## src/design/adc_ctrl_pkg.sv

```systemverilog
package adc_ctrl_pkg;
   localparam int ADDR_W = 18;
   localparam int DATA_W = 32;
   localparam logic [15:0] IDX_CONTROL = 16'hF060;
   localparam logic [15:0] IDX_START   = 16'hF061;
   localparam logic [15:0] IDX_RESULT  = 16'hF062;
   localparam logic [15:0] IDX_IRQSTAT = 16'hF064;
   localparam logic [15:0] IDX_IRQMASK = 16'hF065;
   localparam int CTRL_W = 8;
   localparam int MODE_BIT = 7;
   localparam int OVS_LO = 4;
   localparam int OVS_HI = 6;
   localparam logic [7:0] CTRL_RESET = 8'h00;
   localparam int START_BIT = 0;
   localparam int ACTIVE_BIT = 1;
   localparam int END_BIT = 0;
   localparam int RES_W = 14;
   localparam int RES_LSB = 2;
   localparam int OVS_RATIO = 320;
   localparam int RES_SCALE = 51;
   localparam int DIV_MAX_LOG = 5;
   typedef enum logic {IDLE, CONVERT} conv_state_t;
endpackage : adc_ctrl_pkg

```

## src/design/oversample_divider.sv

```systemverilog
`timescale 1ns/1ps
module oversample_divider
   import adc_ctrl_pkg::*;
(
   // Clock and reset
   input  wire logic       clk,
   input  wire logic       reset_n,
   // Control
   input  wire logic       run,
   input  wire logic [2:0] sel,
   // Rate output
   output logic            sampleEn
);
   logic [DIV_MAX_LOG-1:0] count;
   logic [DIV_MAX_LOG-1:0] limit;
   wire logic [2:0] selClamp;
   wire logic       lastCycle;

   // Prohibited codes above the largest divide run at the slowest rate
   assign selClamp  = (sel > 3'(DIV_MAX_LOG)) ? 3'(DIV_MAX_LOG) : sel;
   assign limit     = DIV_MAX_LOG'((6'h01 << selClamp) - 6'h01);
   assign lastCycle = (count >= limit);
   assign sampleEn  = run && lastCycle;

   always_ff @(posedge clk) begin
      if (!reset_n || !run || lastCycle) begin
         count <= '0;
      end else begin
         count <= count + 1'b1;
      end
   end
endmodule : oversample_divider

```

## src/design/decimation_counter.sv

```systemverilog
`timescale 1ns/1ps
module decimation_counter
   import adc_ctrl_pkg::*;
#(
   parameter int RATIO = OVS_RATIO,
   parameter int SCALE = RES_SCALE
) (
   // Clock and reset
   input  wire logic             clk,
   input  wire logic             reset_n,
   // Control and modulator stream
   input  wire logic             clear,
   input  wire logic             sampleEn,
   input  wire logic             modBit,
   // Result
   output logic                  done,
   output logic [RES_W-1:0]      result
);
   localparam int CW = $clog2(RATIO + 1);
   logic [CW-1:0] samples;
   logic [CW-1:0] ones;
   wire logic     lastSample;
   wire logic [CW-1:0] onesNext;

   if (RATIO < 2 || RATIO * SCALE >= (1 << RES_W)) begin : g_check
      $error("decimation_counter: RATIO and SCALE overflow the result");
   end

   assign lastSample = sampleEn && (samples == CW'(RATIO - 1));
   assign onesNext   = ones + CW'(modBit);

   always_ff @(posedge clk) begin
      if (!reset_n || clear) begin
         samples <= '0;
         ones    <= '0;
         done    <= 1'b0;
         result  <= '0;
      end else begin
         done <= lastSample;
         if (sampleEn) begin
            samples <= lastSample ? '0 : samples + 1'b1;
            ones    <= lastSample ? '0 : onesNext;
         end
         if (lastSample) begin
            result <= RES_W'(onesNext * SCALE);
         end
      end
   end
endmodule : decimation_counter

```

## src/design/delta_sigma_adc_control.sv

```systemverilog
`timescale 1ns/1ps
// Notes on behaviour
// - A 14-bit result sits in bits 15..2 of the result register.
// - Software writes never change the result register.
// - Result read during a conversion is undefined; software must not use it.
// - Mode bit 7 resets to 0; 0 is wait mode, 1 continuous.
// - With mode bit 1 conversion runs whatever the start bit holds.
// - Oversample field bits 6..4 resets 000; 000..011 divide clock by 1,2,4,8.
// - Conversion end is visible by polling and through a wake-capable interrupt.
// - In wait mode writing start 1 gives exactly one conversion.
// - Conversion end sets the end flag; interrupt only if enabled.
// - Active flag is 1 through a wait conversion, then clears itself.
// - Continuous runs until mode cleared, reset or low-power entry.
module delta_sigma_adc_control
   import adc_ctrl_pkg::*;
(
   // Clock and reset
   input  wire logic              clk,
   input  wire logic              reset_n,
   // Avalon-MM slave
   input  wire logic [ADDR_W-1:0] address,
   input  wire logic              read,
   input  wire logic              write,
   input  wire logic [DATA_W-1:0] writedata,
   output logic [DATA_W-1:0]      readdata,
   output logic                   waitrequest,
   // Modulator side
   input  wire logic              modBit,
   output logic                   sampleEn,
   output logic                   modRun,
   // System
   input  wire logic              lowPower,
   output logic                   irq
);
   logic [CTRL_W-1:0] control;
   logic [15:0]       resultReg;
   logic              irqStatus;
   logic              irqMask;
   logic              readValid;
   conv_state_t       state;
   conv_state_t       next_state;

   wire logic [15:0] index;
   wire logic        hitControl;
   wire logic        hitStart;
   wire logic        hitResult;
   wire logic        hitIrqStat;
   wire logic        hitIrqMask;
   wire logic        wrControl;
   wire logic        startWrite;
   wire logic        endClear;
   wire logic        wrMask;
   wire logic        modeOn;
   wire logic        modeDrop;
   wire logic        active;
   wire logic        convDone;
   wire logic        abortConv;
   wire logic        restartDec;
   wire logic [RES_W-1:0] decResult;
   wire logic [DATA_W-1:0] readMux;
   wire logic [2:0]  ovsSel;

   // Register decode: each printed offset is a word index
   assign index      = address[ADDR_W-1:2];
   assign hitControl = (index == IDX_CONTROL);
   assign hitStart   = (index == IDX_START);
   assign hitResult  = (index == IDX_RESULT);
   assign hitIrqStat = (index == IDX_IRQSTAT);
   assign hitIrqMask = (index == IDX_IRQMASK);
   assign wrControl  = write && hitControl;
   assign startWrite = write && hitStart && writedata[START_BIT];
   assign endClear   = write && hitIrqStat && writedata[END_BIT];
   assign wrMask     = write && hitIrqMask;

   assign modeOn   = control[MODE_BIT];
   assign modeDrop = wrControl && modeOn && !writedata[MODE_BIT];
   assign ovsSel   = control[OVS_HI:OVS_LO];
   assign active   = (state == CONVERT);
   assign modRun   = active;

   // Writes finish at once; reads take one extra cycle for registered data
   assign waitrequest = read && !readValid;

   assign readMux =
      hitControl ? DATA_W'(control) :
      hitStart   ? DATA_W'({active, 1'b0}) :
      hitResult  ? DATA_W'(resultReg) :
      hitIrqStat ? DATA_W'(irqStatus) :
      hitIrqMask ? DATA_W'(irqMask) :
      '0;

   always_ff @(posedge clk) begin
      if (!reset_n) begin
         readValid <= 1'b0;
         readdata  <= '0;
      end else begin
         readValid <= read && !readValid;
         if (read && !readValid) begin
            readdata <= readMux;
         end
      end
   end

   // Control register; start/status bits live in their own word
   always_ff @(posedge clk) begin
      if (!reset_n) begin
         control <= CTRL_RESET;
      end else if (wrControl) begin
         control <= writedata[CTRL_W-1:0];
      end
   end

   // Low power or a dropped mode bit stops a running conversion at once
   assign abortConv  = lowPower || modeDrop;
   assign restartDec = !active || abortConv;

   always_comb begin
      next_state = state;
      case (state)
         IDLE: begin
            if (!lowPower && (modeOn || startWrite)) begin
               next_state = CONVERT;
            end
         end
         CONVERT: begin
            if (abortConv) begin
               next_state = IDLE;
            end else if (convDone && !modeOn) begin
               next_state = IDLE;
            end
         end
         default: next_state = IDLE;
      endcase
   end

   always_ff @(posedge clk) begin
      if (!reset_n) begin
         state <= IDLE;
      end else begin
         state <= next_state;
      end
   end

   oversample_divider u_divider (
      .clk      (clk),
      .reset_n  (reset_n),
      .run      (active),
      .sel      (ovsSel),
      .sampleEn (sampleEn)
   );

   decimation_counter #(
      .RATIO (OVS_RATIO),
      .SCALE (RES_SCALE)
   ) u_decimator (
      .clk      (clk),
      .reset_n  (reset_n),
      .clear    (restartDec),
      .sampleEn (sampleEn),
      .modBit   (modBit),
      .done     (convDone),
      .result   (decResult)
   );

   // Only a finished conversion loads the result; bus writes are ignored
   always_ff @(posedge clk) begin
      if (!reset_n) begin
         resultReg <= '0;
      end else if (convDone && active && !abortConv) begin
         resultReg <= {decResult, RES_LSB'(0)};
      end
   end

   // Sticky end flag: a new end wins over a clear in the same cycle
   always_ff @(posedge clk) begin
      if (!reset_n) begin
         irqStatus <= 1'b0;
         irqMask   <= 1'b0;
      end else begin
         irqStatus <= (irqStatus && !endClear) || (convDone && active);
         if (wrMask) begin
            irqMask <= writedata[END_BIT];
         end
      end
   end

   // Level request stays up in sleep so it can wake the processor
   assign irq = irqStatus && irqMask;
endmodule : delta_sigma_adc_control

```

## config.mk

```make
export PLATFORM = sky130hd
export DESIGN_NAME = delta_sigma_adc_control
export DESIGN_NICKNAME = d
export VERILOG_FILES = /design/src/design/adc_ctrl_pkg.sv /design/src/design/oversample_divider.sv /design/src/design/decimation_counter.sv /design/src/design/delta_sigma_adc_control.sv
export SDC_FILE = /design/constraint.sdc
export NUM_CORES = 1
export LEC_CHECK = 0
export ABC_AREA = 1
export BUFFER_PORTS_ARGS = -buffer_cell sky130_fd_sc_hd__buf_4
export CAP_MARGIN = 10
export CELL_PAD_IN_SITES_DETAIL_PLACEMENT = 0
export CELL_PAD_IN_SITES_GLOBAL_PLACEMENT = 1
export CORE_AREA = 2 2 138 100
export DETAILED_ROUTE_END_ITERATION = 6
export DIE_AREA = 0 0 140 102
export PLACE_DENSITY = 0.82
export SLEW_MARGIN = 10
export SYNTH_ARGS = -nofsm -noshare
export SYNTH_HDL_FRONTEND = slang
export SYNTH_HIERARCHICAL = 1
export SYNTH_SLANG_ARGS = --single-unit
export TNS_END_PERCENT = 20
```

## constraint.sdc

```tcl
create_clock -name clk -period 4.9 [get_ports clk]
set_input_delay 0.98 -clock clk [delete_from_list [all_inputs] [get_ports clk]]
set_output_delay 0.98 -clock clk [all_outputs]
set_load 0.005 [all_outputs]
```

==> metrics <==
async set-reset flop share out of synthesis=0%; xor/xnor share of the synthesized area=2.769%; synthesized instance count=713; dominant combinational cell family by area after synthesis=simple AND/OR/NAND/NOR gates; maximum clock path buffer count=2; Design Power=1.428 mW; total clock sinks=80; final antenna-violating net count=0; vertical die dimension=102 um; die width=140 um; clock tree from TritonCTS=built; Syn. warnings=6; GR Overflow Total=0; mean cell area of the mapped netlist=7.098 um^2; number of placement rows=35; core outline area=0.01292 mm^2; critical path data required time=5.13 ns; hold buffer count at CTS=0; ports placed on the boundary=92; net count of the finished layout=862; effective utilization at floorplan=39.18%; setup TNS after final layout=0 ns; portion of synthesized cell area occupied by the leading cell type=31.64%; Total Wirelength=11050 um; top_reg_cell synth=dfxtp_1; CTS Root Buffer Type=clkbuf_16; RSZ-0062 raised after global routing=false; initial antenna violation count=0; result of the run=complete, no violations; portion of netlist area occupied by mux cells=0%; Critical Path AT=4.47 ns; global-route wire length before repair=19110 um; ratio of routed vias to standard cells=4.790; Max Fclk=0.2358 GHz; fin. max-slew vios=0; end-of-flow core utilization=44.96%; gr usage total=16.43%; number of buffers added by the clock tree synthesis step=9; number of enable flip-flop cells after synthesis=0; headroom to the max-slew limit=41.16%; post-CTS setup buffer count=0; worst hold-check path type=reg -> reg; measured slew at the worst slew-check pin=0.8827 ns; layout overhead on the synthesized area=14.76%; Pwr Density=245.9 mW/mm^2; distinct cell type count of the synthesized netlist=37; final hold violations=0; flops & latches, synth=80; TritonRoute pass-1 iters=7; vias after detailed routing=4445; slack of the critical path=0.6591 ns; portion of the post-synthesis area used by sequential elements=31.64%; clock transition at the registers of the reported paths=0.06 ns; critical-path maximum fanout=5; combined area of all synthesized cells=0.005061 mm^2; setup slack of the most critical reg-to-reg path=1.08 ns; nature of the critical path startpoint=input pin; average detailed-routed wire length per instance=11.91 um; weighted congestion at the end of routability-driven global placement=0.8303; setup-violating endpoint count in the final report=0; max capacitance violation total=0; CTS-repair resized insts=0; depth of the CTS H-tree=3; most common library cell in the layout ignoring fill and taps=nand2_1; Post-Route Hold Slack=0.4658 ns; standby leakage power=2.795 nW; worst voltage drop across the vdd grid=207.5 uV; period utilisation layout=86.55%; Yosys top cell by area=dfxtp_1; Final min period=4.241 ns; number of global-route vias before repair=4174; synthesized-area fraction occupied by adder cells=13.60%; Critical Path Sink Type=flip-flop; setup slack after placement=0.3092 ns; latest clock arrival within the worst-skew pair=0.33 ns; ranking of synthesized cells by area=dfxtp_1, nand2_1, ha_1; top library cells by usage in the layout, fill and taps aside=nand2_1, inv_1, dfxtp_1, nand3_1, buf_4; drt drc=0; Initial DRC Count=284; clock tree skew after final layout=0.006246 ns; floorplan die area=0.01428 mm^2; simple-gate portion of the synthesized area=31.82%; antenna cells=0; fraction of the mapped netlist area in compound gates=6.329%; maximum number of pins on one net before global-route repair=27; share of post-route cells with drive strength above 1=12.34%; category of the critical setup timing path=in -> reg; number of filler cells placed in the layout=1286; number of buffers inserted by port buffering=49; half-perimeter wire length of the detailed placement result=8696 um
[routing by layer]
metal / routed length, um / GRT usage, % / vias to the layer above
met5: 0 / 0 / -
met4: 124 / 4.584 / 0
met1: 5708 / 22.76 / 2048
met2: 4809 / 26.11 / 69
li1: - / - / 2320
met3: 408 / 3.655 / 8
[synthesized netlist by cell type (11+ instances only)]
library cell and count:
xor2_1 12, ha_1 39, buf_4 16, a21oi_1 37, o21ai_0 12, clkinv_1 11, nor2_1 46, inv_1 111
dfxtp_1 80, nand3_1 60, nand2_1 182, nand4_1 28
[where the power goes]
group / leakage (nW) / internal [mW] / total (mW) / switching [mW]
clock: 0.156 / 0.444 / 0.705 / 0.260
combinational: 1.99 / 0.0296 / 0.0664 / 0.0368
sequential: 0.646 / 0.655 / 0.657 / 0.00240
[sequential cells by signal, summed over array words and instances (netlist names)]
register / flops
control: 8
irqMask: 1
irqStatus: 1
modRun: 1
readValid: 1
readdata: 16
resultReg: 14
u_decimator/done: 1
u_decimator/ones: 9
u_decimator/result: 14
u_decimator/samples: 9
u_divider/count: 5
[worst paths after layout]
| path | from | to | cells past startpoint |
|---|---|---|---|
| setup / recovery | modBit | u_decimator/result[11] | 18 |
| hold reg to reg | control[0] | control[0] | 2 |
| setup reg to reg | u_decimator/ones[0] | u_decimator/result[11] | 18 |
| hold / removal | control[0] | control[0] | 2 |
[final cells by class]
class                      count  area (um^2)  area share [%]
timing repair buffer          52        390.4           6.721
clock buffer                  10        229.0           3.942
tap                          166        207.7           3.576
multi-input combinational    487         2819           48.54
sequential                    80         1602           27.57
inverter                     127        476.7           8.208
clock inverter                 6        83.83           1.443
[stage by stage]
| step | cell area, um^2 | std cells |
|---|---|---|
| 2_1_floorplan | 5117 | 728 |
| 3_3_place_gp | 5495 | 912 |
| 4_1_cts | 5808 | 928 |
| 6_report | 5808 | 928 |
| 3_5_place_dp | 5495 | 912 |
| 5_1_grt | 5808 | 928 |
[cell families after synthesis]
kind of cell / count (synthesis)
and+or+nand+nor: 346
buffers and inverters: 161
DFF: 80
AOI/OAI and AO/OA: 60
adders and majority gates: 49
xor gates and xnor gates: 16
other: 1
[worst max-delay path: stages]
cell and delay (ns):
buf_4 0.11, ha_1 0.20, ha_1 0.20, nand3_1 0.15, inv_1 0.07, nand3b_1 0.08
nand2_1 0.16, ha_1 0.36, fa_1 0.48, fa_1 0.55, inv_1 0.04, ha_1 0.35
a21oi_1 0.29, nor2_1 0.07, nor2_1 0.12, nand3b_1 0.09, nand3_1 0.09, nand2_1 0.05
No activity file was read; power rests on OpenSTA's default activity.
